$ cat config.mk
export PLATFORM = sky130hd
export DESIGN_NAME = inband_status_regs
export DESIGN_NICKNAME = d
export VERILOG_FILES = /design/src/design/inband_regs_pkg.sv /design/src/design/frame_check_if.sv /design/src/design/inband_status_regs.sv /design/src/design/inband_frame_check.sv
export SDC_FILE = /design/constraint.sdc
export NUM_CORES = 1
export LEC_CHECK = 0
export ABC_AREA = 1
export BUFFER_PORTS_ARGS = -buffer_cell sky130_fd_sc_hd__buf_4
export CAP_MARGIN = 20
export CORE_ASPECT_RATIO = 2
export CORE_MARGIN = 8
export CORE_UTILIZATION = 44
export CTS_CLUSTER_SIZE = 20
export DETAILED_ROUTE_END_ITERATION = 10
export PLACE_DENSITY = 0.87
export RECOVER_POWER = 50
export SYNTH_ARGS = -nofsm -noshare
export SYNTH_HDL_FRONTEND = slang
export SYNTH_SLANG_ARGS = --single-unit
$ cat constraint.sdc
create_clock -name pclk -period 1.5 [get_ports pclk]
set_input_delay 0.225 -clock pclk [delete_from_list [all_inputs] [get_ports pclk]]
set_output_delay 0.225 -clock pclk [all_outputs]
set_load 0.01 [all_outputs]
$ cat src/design/inband_regs_pkg.sv
// constants, register map and field layout of the in-band status and indicator registers
// assumes a 32-bit APB slave on the switch system clock
package inband_regs_pkg;

   localparam int ADDR_W   = 14;   // byte address width of the register window
   localparam int NUM_PINS = 10;   // indicator pins that can become general outputs
   localparam int POS_W    = 7;    // width of the bad command position field

   // printed offsets are register indices; the byte address is four times the index
   localparam logic [11:0] IDX_CHECK_CTRL = 12'h104;
   localparam logic [11:0] IDX_PAD_DRIVE  = 12'h10d;
   localparam logic [11:0] IDX_STATUS     = 12'h110;
   localparam logic [11:0] IDX_OVERRIDE   = 12'h120;
   localparam logic [11:0] IDX_LEVEL      = 12'h124;

   localparam logic [ADDR_W-1:0] ADDR_CHECK_CTRL = {IDX_CHECK_CTRL, 2'h0};
   localparam logic [ADDR_W-1:0] ADDR_PAD_DRIVE  = {IDX_PAD_DRIVE, 2'h0};
   localparam logic [ADDR_W-1:0] ADDR_STATUS     = {IDX_STATUS, 2'h0};
   localparam logic [ADDR_W-1:0] ADDR_OVERRIDE   = {IDX_OVERRIDE, 2'h0};
   localparam logic [ADDR_W-1:0] ADDR_LEVEL      = {IDX_LEVEL, 2'h0};

   // status register bit positions
   localparam int BIT_GOOD     = 31;
   localparam int BIT_RESP     = 30;
   localparam int BIT_EXEC     = 29;
   localparam int BIT_ADDR_ERR = 14;
   localparam int BIT_FMT_ERR  = 13;
   localparam int BIT_CODE_ERR = 12;
   localparam int BIT_CMD_ERR  = 11;
   localparam int BIT_SIZE_ERR = 10;
   localparam int POS_LSB      = 0;

   // control register bit for destination address checking
   localparam int BIT_CHECK_EN = 30;

   // reset values
   localparam logic [7:0]          PAD_DRIVE_RESET = 8'h62;
   localparam logic                CHECK_EN_RESET  = 1'h0;
   localparam logic [NUM_PINS-1:0] OVERRIDE_RESET  = 10'h000;
   localparam logic [NUM_PINS-1:0] LEVEL_RESET     = 10'h000;

   // frame field values
   localparam logic [15:0] ACCESS_FORMAT   = 16'h9800;
   localparam logic [15:0] ACCESS_CODE_0   = 16'h0001;
   localparam logic [15:0] ACCESS_CODE_1   = 16'h0002;
   localparam logic [15:0] MAX_FRAME_BYTES = 16'h0140;   // 320, with the zero pad and fcs

   typedef enum logic [2:0] {
      SEL_NONE   = 3'h0,
      SEL_CTRL   = 3'h1,
      SEL_PAD    = 3'h3,
      SEL_STATUS = 3'h2,
      SEL_OVR    = 3'h6,
      SEL_LEVEL  = 3'h7
   } reg_sel_t;

endpackage

$ cat src/design/frame_check_if.sv
// verdict on one received in-band frame, passed from the checker to the register bank
// assumes both ends sit on the same clock; the verdict is combinational
interface frame_check_if;
   logic                                addr_err;
   logic                                fmt_err;
   logic                                code_err;
   logic                                cmd_err;
   logic                                size_err;
   logic                                discard;
   logic [inband_regs_pkg::POS_W-1:0]   cmd_pos;

   modport judge   (output addr_err, fmt_err, code_err, cmd_err, size_err, discard, cmd_pos);
   modport regs    (input  addr_err, fmt_err, code_err, cmd_err, size_err, discard, cmd_pos);
endinterface

$ cat src/design/inband_status_regs.sv
// in-band status flags, indicator pin override and pad drive registers behind an apb slave
// assumes the frame parser, executor and responder run on pclk and give one-cycle pulses
// Overview of operation
// - a valid in-band frame sets the good-frame flag, bit 31.
// - sending the response frame sets the response-sent flag, bit 30.
// - finishing all commands of a frame sets the execution-done flag, bit 29.
// - a frame with matching tag clears response, execution and error flags; software cannot.
// - address-mismatch flag, bit 14, only while destination checking is enabled.
// - access format other than 0x9800 sets the format error flag, bit 13.
// - access code other than 0x0001 or 0x0002 sets the code error flag, bit 12.
// - an unrecognised command code sets the command error flag, bit 11.
// - frames above 320 bytes, pad and fcs included, set the oversize flag, bit 10.
// - an oversized frame gets no response frame.
// - bits 6:0 give the position of the unrecognised command code.
// - override bits 9:0 map to indicator pins, group 1 first pin upward.
// - override bit 0 shows link status; 1 makes the pin a general output.
// - the output level bit drives a general output pin low or high.
// - with checking enabled, frames to another destination address are discarded.
//
// Added by the designer: the APB slave port.
module inband_status_regs (
   input  wire logic                                 pclk,
   input  wire logic                                 presetn,
   input  wire logic [inband_regs_pkg::ADDR_W-1:0]   paddr,
   input  wire logic                                 psel,
   input  wire logic                                 penable,
   input  wire logic                                 pwrite,
   input  wire logic [31:0]                          pwdata,
   output logic      [31:0]                          prdata,
   output logic                                      pready,
   output logic                                      pslverr,
   input  wire logic [47:0]                          switch_mac,
   input  wire logic                                 frame_end,
   input  wire logic                                 frame_tag_match,
   input  wire logic [47:0]                          frame_dest_mac,
   input  wire logic [15:0]                          frame_format,
   input  wire logic [15:0]                          frame_code,
   input  wire logic [15:0]                          frame_len,
   input  wire logic                                 frame_cmd_unknown,
   input  wire logic [inband_regs_pkg::POS_W-1:0]    frame_cmd_pos,
   input  wire logic                                 resp_sent,
   input  wire logic                                 exec_done,
   output logic                                      frame_discard,
   output logic                                      resp_inhibit,
   output logic                                      dest_addr_check_enable,
   input  wire logic [inband_regs_pkg::NUM_PINS-1:0] link_activity,
   output logic      [inband_regs_pkg::NUM_PINS-1:0] indicator_pin,
   output logic      [7:0]                           pad_drive_strength
);

   localparam int NP = inband_regs_pkg::NUM_PINS;
   localparam int PW = inband_regs_pkg::POS_W;

   // address decode shared by the read and the write path
   function automatic inband_regs_pkg::reg_sel_t reg_hit(
      input logic [inband_regs_pkg::ADDR_W-1:0] addr);
      if (addr == inband_regs_pkg::ADDR_CHECK_CTRL) begin
         return inband_regs_pkg::SEL_CTRL;
      end else if (addr == inband_regs_pkg::ADDR_PAD_DRIVE) begin
         return inband_regs_pkg::SEL_PAD;
      end else if (addr == inband_regs_pkg::ADDR_STATUS) begin
         return inband_regs_pkg::SEL_STATUS;
      end else if (addr == inband_regs_pkg::ADDR_OVERRIDE) begin
         return inband_regs_pkg::SEL_OVR;
      end else if (addr == inband_regs_pkg::ADDR_LEVEL) begin
         return inband_regs_pkg::SEL_LEVEL;
      end else begin
         return inband_regs_pkg::SEL_NONE;
      end
   endfunction

   frame_check_if chk ();

   inband_frame_check u_check (
      .check_enable      (dest_addr_check_enable),
      .switch_mac        (switch_mac),
      .frame_dest_mac    (frame_dest_mac),
      .frame_format      (frame_format),
      .frame_code        (frame_code),
      .frame_len         (frame_len),
      .frame_cmd_unknown (frame_cmd_unknown),
      .frame_cmd_pos     (frame_cmd_pos),
      .chk               (chk)
   );

   // registered state
   logic          good_flag;
   logic          resp_flag;
   logic          exec_flag;
   logic [4:0]    err_flags;     // addr, fmt, code, cmd, size from high to low
   logic [PW-1:0] cmd_pos;
   logic [NP-1:0] override_sel;
   logic [NP-1:0] output_level;

   logic          next_good_flag;
   logic          next_resp_flag;
   logic          next_exec_flag;
   logic [4:0]    next_err_flags;
   logic [PW-1:0] next_cmd_pos;
   logic [NP-1:0] next_override_sel;
   logic [NP-1:0] next_output_level;
   logic [7:0]    next_pad_drive_strength;
   logic          next_check_enable;
   logic [31:0]   next_prdata;
   logic          next_frame_discard;
   logic          next_resp_inhibit;
   logic [NP-1:0] next_indicator_pin;

   logic                      frame_clear;
   logic [4:0]                frame_errs;
   logic                      wr_access;
   logic                      setup_phase;
   inband_regs_pkg::reg_sel_t sel;
   logic [31:0]               status_word;

   assign sel         = reg_hit(paddr);
   assign setup_phase = psel && !penable;
   assign wr_access   = psel && penable && pwrite;

   // zero wait states: the answer is ready in the first access cycle
   assign pready  = psel && penable;
   assign pslverr = psel && penable && (sel == inband_regs_pkg::SEL_NONE);

   assign frame_clear = frame_end && frame_tag_match;
   assign frame_errs  = {chk.addr_err, chk.fmt_err, chk.code_err, chk.cmd_err, chk.size_err};

   // status word; reserved bits 28:15 and 9:7 read zero
   always_comb begin
      status_word                                     = 32'h0000_0000;
      status_word[inband_regs_pkg::BIT_GOOD]          = good_flag;
      status_word[inband_regs_pkg::BIT_RESP]          = resp_flag;
      status_word[inband_regs_pkg::BIT_EXEC]          = exec_flag;
      status_word[inband_regs_pkg::BIT_ADDR_ERR]      = err_flags[4];
      status_word[inband_regs_pkg::BIT_FMT_ERR]       = err_flags[3];
      status_word[inband_regs_pkg::BIT_CODE_ERR]      = err_flags[2];
      status_word[inband_regs_pkg::BIT_CMD_ERR]       = err_flags[1];
      status_word[inband_regs_pkg::BIT_SIZE_ERR]      = err_flags[0];
      status_word[inband_regs_pkg::POS_LSB +: PW]     = cmd_pos;
   end

   // indicator pin source per pin, pin 0 is the first pin of group 1
   genvar gi;
   generate
      for (gi = 0; gi < NP; gi++) begin : g_pin
         assign next_indicator_pin[gi] = override_sel[gi] ? output_level[gi]
                                                          : link_activity[gi];
      end
   endgenerate

   // next values of flags, software registers and read data
   always_comb begin
      // a set in the same cycle as the tag clear wins, so no event is lost
      next_good_flag = good_flag | (frame_end && !chk.discard && (frame_errs == 5'h00));
      next_resp_flag = (resp_flag && !frame_clear) || resp_sent;
      next_exec_flag = (exec_flag && !frame_clear) || exec_done;
      next_err_flags = (err_flags & ~{5{frame_clear}})
                       | (frame_errs & {5{frame_end}});
      next_cmd_pos   = frame_clear ? {PW{1'h0}} : cmd_pos;
      if (frame_end && chk.cmd_err) begin
         next_cmd_pos = chk.cmd_pos;
      end
      // verdicts go out one cycle after the frame end
      next_frame_discard = frame_end && chk.discard;
      next_resp_inhibit  = frame_end && chk.size_err;

      next_override_sel       = override_sel;
      next_output_level       = output_level;
      next_pad_drive_strength = pad_drive_strength;
      next_check_enable       = dest_addr_check_enable;
      // the status register has no write path, software cannot clear it
      if (wr_access) begin
         case (sel)
            inband_regs_pkg::SEL_CTRL: begin
               next_check_enable = pwdata[inband_regs_pkg::BIT_CHECK_EN];
            end
            inband_regs_pkg::SEL_PAD: begin
               next_pad_drive_strength = pwdata[7:0];
            end
            inband_regs_pkg::SEL_OVR: begin
               next_override_sel = pwdata[NP-1:0];
            end
            inband_regs_pkg::SEL_LEVEL: begin
               next_output_level = pwdata[NP-1:0];
            end
            default: begin
               next_override_sel = override_sel;
            end
         endcase
      end

      // read data is captured in the setup cycle; reading never touches the flags
      next_prdata = prdata;
      if (setup_phase) begin
         next_prdata = 32'h0000_0000;
         case (sel)
            inband_regs_pkg::SEL_CTRL: begin
               next_prdata[inband_regs_pkg::BIT_CHECK_EN] = dest_addr_check_enable;
            end
            inband_regs_pkg::SEL_PAD: begin
               next_prdata[7:0] = pad_drive_strength;
            end
            inband_regs_pkg::SEL_STATUS: begin
               next_prdata = status_word;
            end
            inband_regs_pkg::SEL_OVR: begin
               next_prdata[NP-1:0] = override_sel;
            end
            inband_regs_pkg::SEL_LEVEL: begin
               next_prdata[NP-1:0] = output_level;
            end
            default: begin
               next_prdata = 32'h0000_0000;
            end
         endcase
      end
   end

   // registers only; every status field starts at zero
   always_ff @(posedge pclk or negedge presetn) begin
      if (!presetn) begin
         good_flag              <= 1'h0;
         resp_flag              <= 1'h0;
         exec_flag              <= 1'h0;
         err_flags              <= 5'h00;
         cmd_pos                <= 7'h00;
         override_sel           <= inband_regs_pkg::OVERRIDE_RESET;
         output_level           <= inband_regs_pkg::LEVEL_RESET;
         pad_drive_strength     <= inband_regs_pkg::PAD_DRIVE_RESET;
         dest_addr_check_enable <= inband_regs_pkg::CHECK_EN_RESET;
         prdata                 <= 32'h0000_0000;
         frame_discard          <= 1'h0;
         resp_inhibit           <= 1'h0;
         indicator_pin          <= 10'h000;
      end else begin
         good_flag              <= next_good_flag;
         resp_flag              <= next_resp_flag;
         exec_flag              <= next_exec_flag;
         err_flags              <= next_err_flags;
         cmd_pos                <= next_cmd_pos;
         override_sel           <= next_override_sel;
         output_level           <= next_output_level;
         pad_drive_strength     <= next_pad_drive_strength;
         dest_addr_check_enable <= next_check_enable;
         prdata                 <= next_prdata;
         frame_discard          <= next_frame_discard;
         resp_inhibit           <= next_resp_inhibit;
         indicator_pin          <= next_indicator_pin;
      end
   end
endmodule // inband_status_regs

$ cat src/design/inband_frame_check.sv
// classifies the header fields of one in-band frame into error causes
// assumes the parser holds the fields stable while frame_end is high
module inband_frame_check (
   input  wire logic                              check_enable,
   input  wire logic [47:0]                       switch_mac,
   input  wire logic [47:0]                       frame_dest_mac,
   input  wire logic [15:0]                       frame_format,
   input  wire logic [15:0]                       frame_code,
   input  wire logic [15:0]                       frame_len,
   input  wire logic                              frame_cmd_unknown,
   input  wire logic [inband_regs_pkg::POS_W-1:0] frame_cmd_pos,
   frame_check_if.judge                           chk
);

   // a discarded frame reports only the mismatch, nothing it carries is judged
   always_comb begin
      chk.discard  = check_enable && (frame_dest_mac != switch_mac);
      chk.addr_err = chk.discard;
      chk.fmt_err  = !chk.discard && (frame_format != inband_regs_pkg::ACCESS_FORMAT);
      chk.code_err = !chk.discard && (frame_code != inband_regs_pkg::ACCESS_CODE_0)
                     && (frame_code != inband_regs_pkg::ACCESS_CODE_1);
      chk.cmd_err  = !chk.discard && frame_cmd_unknown;
      chk.size_err = !chk.discard && (frame_len > inband_regs_pkg::MAX_FRAME_BYTES);
      chk.cmd_pos  = frame_cmd_pos;
   end

endmodule // inband_frame_check

Word-level counts from Yosys, hierarchy flattened

Cells that the tools add are included.

Output and inout port bits: 55
Bits in registers: 88
Input port bits: 217
Logic and storage cells: 85

Equal/unequal tests: 14
Reductions and logical operators: 30
Magnitude comparators: 1
Bitwise logic cells: 5
Multiplexer cells: 22

Operator list:

| kind                 | number |
|---|---|
| $eq 14x11->1 const B | 5 |
| $ne 48x48->1         | 1 |
| $pmux 8 s4           | 1 |
| $mux 20              | 1 |
| $logic_and 1x1->1    | 18 |
| $gt 16x9->1 const B  | 1 |
| $ne 16x1->1 const B  | 1 |
| $ne 16x16->1 const B | 1 |
| $ne 16x2->1 const B  | 1 |
| $mux 3               | 5 |
| $mux 7               | 2 |
| $mux 1               | 11 |
| $and 5x5->5          | 2 |
| $reduce_and 2->1     | 4 |
| $eq 3x2->1 const B   | 2 |
| $eq 3x3->1 const B   | 2 |
| $logic_not 5->1      | 1 |
| $not 5->5            | 1 |
| $or 5x5->5           | 1 |
| $pmux 2 s2           | 1 |
| $eq 3x1->1 const B   | 1 |
| $logic_not 1->1      | 3 |
| $logic_not 3->1      | 1 |
| $logic_or 1x1->1     | 2 |
| other kinds (3)      | 3 |

Depth between registers and ports, before layout

Depth in word-level cells: 8
Depth in mapped cells: 13
Depth with buffers taken out: 13

By module

A second synthesis with hierarchy kept.

Cells, all modules: 554
Area total of the unflattened synthesis: 4375.4 um2

Modules (own cells, without submodules):

| module             | instances | sequential area each (um2) | area an instance (um2) | cells each |
|---|---|---|---|---|
| inband_status_regs | 1         | 1855.5                     | 3468.3                 | 386 |
| inband_frame_check | 1         | 0.0                        | 907.1                  | 168 |

Least setup slack after synthesis

No wires, ideal clock.

Kind: input to output
From: input paddr[9] (netlist bit)
To: output pslverr
Cell stages on the path: 11
Setup slack: 0.060 ns
Path buffers: 2
Data required time: 1.275 ns
Data arrival time: 1.215 ns
Cell sequence: or2_1 > nor2_2 > nand2_2 > inv_2 > buf_8 > nand2_4 > buf_6 > nand3_1 > nor2_1 > nand2_1 > nor2_1

Cells in the longest elaborated chain, start to end: 8
Elaborated cells between the ends (all ways): 12
Classes of those cells: 5 x eq/ne; 5 x mux; 2 x reduce/logical

RTL lines:

| element               | line                      | RTL |
|---|---|---|
| start, declared       | inband_status_regs.sv:24  | `input wire logic [inband_regs_pkg::ADDR_W-1:0] paddr,` |
| $eq 14x11->1          | inband_status_regs.sv:65  | `end else if (addr == inband_regs_pkg::ADDR_LEVEL) begin` |
| $mux 3                | inband_status_regs.sv:65  |  |
| $mux 3                | inband_status_regs.sv:63  | `end else if (addr == inband_regs_pkg::ADDR_OVERRIDE) begin` |
| $mux 3                | inband_status_regs.sv:61  | `end else if (addr == inband_regs_pkg::ADDR_STATUS) begin` |
| $mux 3                | inband_status_regs.sv:59  | `end else if (addr == inband_regs_pkg::ADDR_PAD_DRIVE) begin` |
| $mux 3 (*)            | inband_status_regs.sv:57  | `if (addr == inband_regs_pkg::ADDR_CHECK_CTRL) begin` |
| $logic_not 3->1 (*)   | inband_status_regs.sv:122 | `assign pslverr = psel && penable && (sel == inband_regs_pkg::SEL_NONE);` |
| $logic_and 1x1->1 (*) | inband_status_regs.sv:122 |  |
| end, declared         | inband_status_regs.sv:31  | `output logic pslverr,` |

Every way passes the cells marked *; elsewhere a longest branch is shown, timed or not.

Final worst setup path

From: input paddr[3] (netlist bit)
To: output pslverr

Same word-level chain as after synthesis.

==> flow_metrics.tcl <==
set metrics [dict create \
    critPathSlowestCell "nor4_4" \
    yosysTopAreaCell "dfrtp_1" \
    min_period_over_period_pct 105 \
    min_path_type "in -> reg" \
    fin_setup_tns_ns -0.0820 \
    clock_skew_ns 0.00486 \
    finalWorstSetupSlack_ns -0.0820 \
    timing.rr.end "cmd_pos[6]" \
    yosysWarnings 0 \
    crit_path_end_kind "output pin" \
    synthMostInstantiatedCell "nand2_1" \
    yosys.area_share.simple_pct 26.8 \
    yosys-top-cells-count "174 x nand2_1, 83 x inv_1, 71 x dfrtp_1" \
    cp_cell_sequence "buf_4, nor2_4, nand2_4, nor4_4, nand2_4, nand3_2, nor2_1, nand2_1, nor2_1, buf_4" \
    crit_path_max_incr_delay_ns 0.37 \
    die_h_um 158 \
    wirelength_um 16700 \
    synth_xor_area_share_pct 6.73 \
    power_frac_comb_pct 17.6 \
    grt-ovfl-total 0 \
    max-cap-violations 0 \
    worstPathRequired_ns 1.27 \
    synth_area_um2 4420 \
    synthTopCellsByArea "dfrtp_1 40%, nand2_1 15%, inv_1 7.0%, xnor2_1 6.7%, o21ai_1 3.3%" \
    pwr-share-seq_pct 42.3 \
    finalCriticalPeriod_ns 1.58 \
    switching_share_pct 24.5 \
    worst_ep_arrival_time_ns 1.36 \
    critPathKind "in -> out" \
    port_buffers 236 \
    grt_usage_pct 25.0 \
    ant_nets 0 \
    grt_pass1_vias 4992 \
    grt_pass1_wl_um 25200 \
    p_leak_nw 3.62 \
    routedWlPerCell_um 17.3 \
    ys_ff_latch 74 \
    setup_viol 1 \
    vias 4624 \
    dr.pass1.iters 7 \
    clock_latency_ns 0.34 \
    hold_path_startpoint "resp_sent" \
    intPower_mw 3.68 \
    clockBufferDepth 2 \
    clkPwrFrac_pct 40.2 \
    ys.flop_type "dfrtp_1" \
    drive_above_1_share_pct 37.9 \
    synth.area.mux_share_pct 0.255 \
    synth_fa_ha_area_share_pct 0 \
    synth_top_cell_area_share_pct 40.2 \
    critPathTopFamily "simple AND/OR/NAND/NOR gates" \
    row_count 52 \
    power.total_mw 4.88 \
    worstHoldPathCells 2 \
    synth-compound-area-share_pct 11.6 \
    status "finished with violations" \
    hold_violations 0 \
    netlist_instances 567 \
    io-pin-count 272 \
    cts_tree "yes" \
    hpwlAfterDp_um 14300 \
    critPathBufInv 2 \
    reg2reg_from "dest_addr_check_enable" \
    ir_drop_mv 0.682 \
    violations "setup timing" \
    cts.htree.levels 3 \
    power_density_nw_per_um2 725 \
    fmax_mhz 632 \
    relSlewSlack_pct 63.4 \
    via_per_inst 4.78 \
    power.switching_mw 1.20 \
    synthToLayoutAreaGrowth_pct 52.1 \
    core-area_um2 9950 \
    start_util_pct 44.4 \
    tightest_slew_ns 0.549 \
    crit_path_max_fanout 4 \
    cts_root_buf "clkbuf_16" \
    die_area_um2 13700 \
    async_flop_share_pct 100 \
    numCtsBuffers 9 \
    cts.sinks 74 \
    rsz0062_at_grt "true" \
    drc_errors 0 \
    worstRegToRegCells 4 \
    synth_area_per_cell_um2 7.80 \
    routabilityCongestion 0.923 \
    seq_area_frac_synth_pct 42.0 \
    grt_max_degree 37 \
    final_max_slew_viol_count 0 \
    drtIter0Drc 202 \
    cts.reportedPaths.clkPinSlew_ns 0.06 \
    crit_path_start_kind "input port" \
    synth-edff-count 0 \
    cp-startpoint "paddr[3]" \
    reg2reg_slack_ns 0.43 \
    synth_top_family_by_area "simple AND/OR/NAND/NOR gates" \
    antenna_found_initial 1 \
    layout.nets 1044 \
    die-width_um 86.9 \
    ys_types 39 \
    hold_end "resp_flag" \
]
-- worst max-delay path by stage --
| stage | endpoint | slack [ns] | cells after the start |
|---|---|---|---|
| after detailed placement | cmd_pos[6] | -0.15 | 11 |
| after global routing | pslverr | -0.16 | 10 |
| final | pslverr | -0.08 | 10 |
| after floorplan | pslverr | 0.06 | 11 |
| after CTS | pslverr | -0.06 | 11 |
| after global placement | pslverr | -0.09 | 11 |
-- per-layer routing --
layer  GRT usage, %  wire [um]  vias to the layer above
met1           23.5       5480                     2099
met3           11.5       1830                       39
met4           11.3        661                        0
li1               -          -                     2267
met2           44.3       8750                      219
met5              0          0                        -
-- registers in the layout, summed over array words and instances, names as in the netlist --
signal and cells:
prdata 18, indicator_pin 10, output_level 10, override_sel 10
pad_drive_strength 8, cmd_pos 7, err_flags 5, dest_addr_check_enable 1
exec_flag 1, frame_discard 1, good_flag 1, resp_flag 1
resp_inhibit 1
-- cell usage in the layout, fill, tap and decap left out, types with 2 or more instances in the layout --
master	netlist	layout
clkinv_2	0	3
conb_1	1	14
clkbuf_2	0	2
clkbuf_16	0	9
buf_6	4	5
o21ai_0	11	11
dfrtp_1	71	71
dfstp_2	3	3
nand3_1	21	20
o22ai_1	4	3
nand3_2	2	3
o22ai_2	10	11
nand2_1	174	174
nand2_4	3	5
nor3_2	3	3
nand4_1	11	11
clkinvlp_4	0	2
buf_12	1	3
inv_1	83	83
buf_4	16	244
clkbuf_1	2	10
nor4_4	2	2
o21ai_1	29	29
nor2_1	37	36
o21ai_2	9	9
o21bai_1	2	2
nor4_1	4	4
o31ai_1	6	6
xnor2_1	34	34
nand2_2	4	2
nor2_4	0	2
nor3_1	2	2
-- power groups by stage --
stage / clock [mW] / combinational, mW / sequential, mW
2_1_floorplan: 0 / 0.327 / 2.10
3_3_place_gp: 0 / 0.834 / 2.10
3_5_place_dp: 0 / 0.863 / 2.10
4_1_cts: 1.99 / 0.869 / 2.06
5_1_grt: 2.09 / 0.946 / 2.07
6_report: 1.96 / 0.857 / 2.06
-- kinds of logic (layout without fill, tap and decap cells) --
group	after synthesis	after routing
simple gates	268	268
buf+inv	115	367
other cells	1	15
xor+xnor	34	34
compound gates	74	74
mux	1	1
flops	74	74
-- final cells by class --
type	count	area [um^2]
diodes	1	2.50
clock buffers	11	243
clock inverters	5	30.0
fillers	837	3230
inverters	86	325
multi-input cells	391	2090
flip-flops and latches	74	1860
well taps	135	169
repair buffers	265	2010
-- metrics by stage --
step,hold slack (ns),std cells,setup WS [ns],utilization [%],instance area [um^2]
6_report,0.0978,968,-0.0820,67.6,6730
5_1_grt,0.0992,968,-0.158,67.6,6730
4_1_cts,0.0901,964,-0.0623,67.5,6720
3_5_place_dp,0.122,944,-0.153,64.2,6390
3_3_place_gp,0.117,944,-0.0916,64.2,6390
2_1_floorplan,-0.0706,580,0.0603,-,4470
-- timing repair --
action	4_1_cts	5_1_grt
setup buffers	3	3
hold buffers	1	0
gates cloned	0	0
endpoints found under the hold margin	15	0
endpoints found under the setup margin	1	1
resized for setup	5	8
pin swaps	6	7
Power figures use the tool's default switching activity.
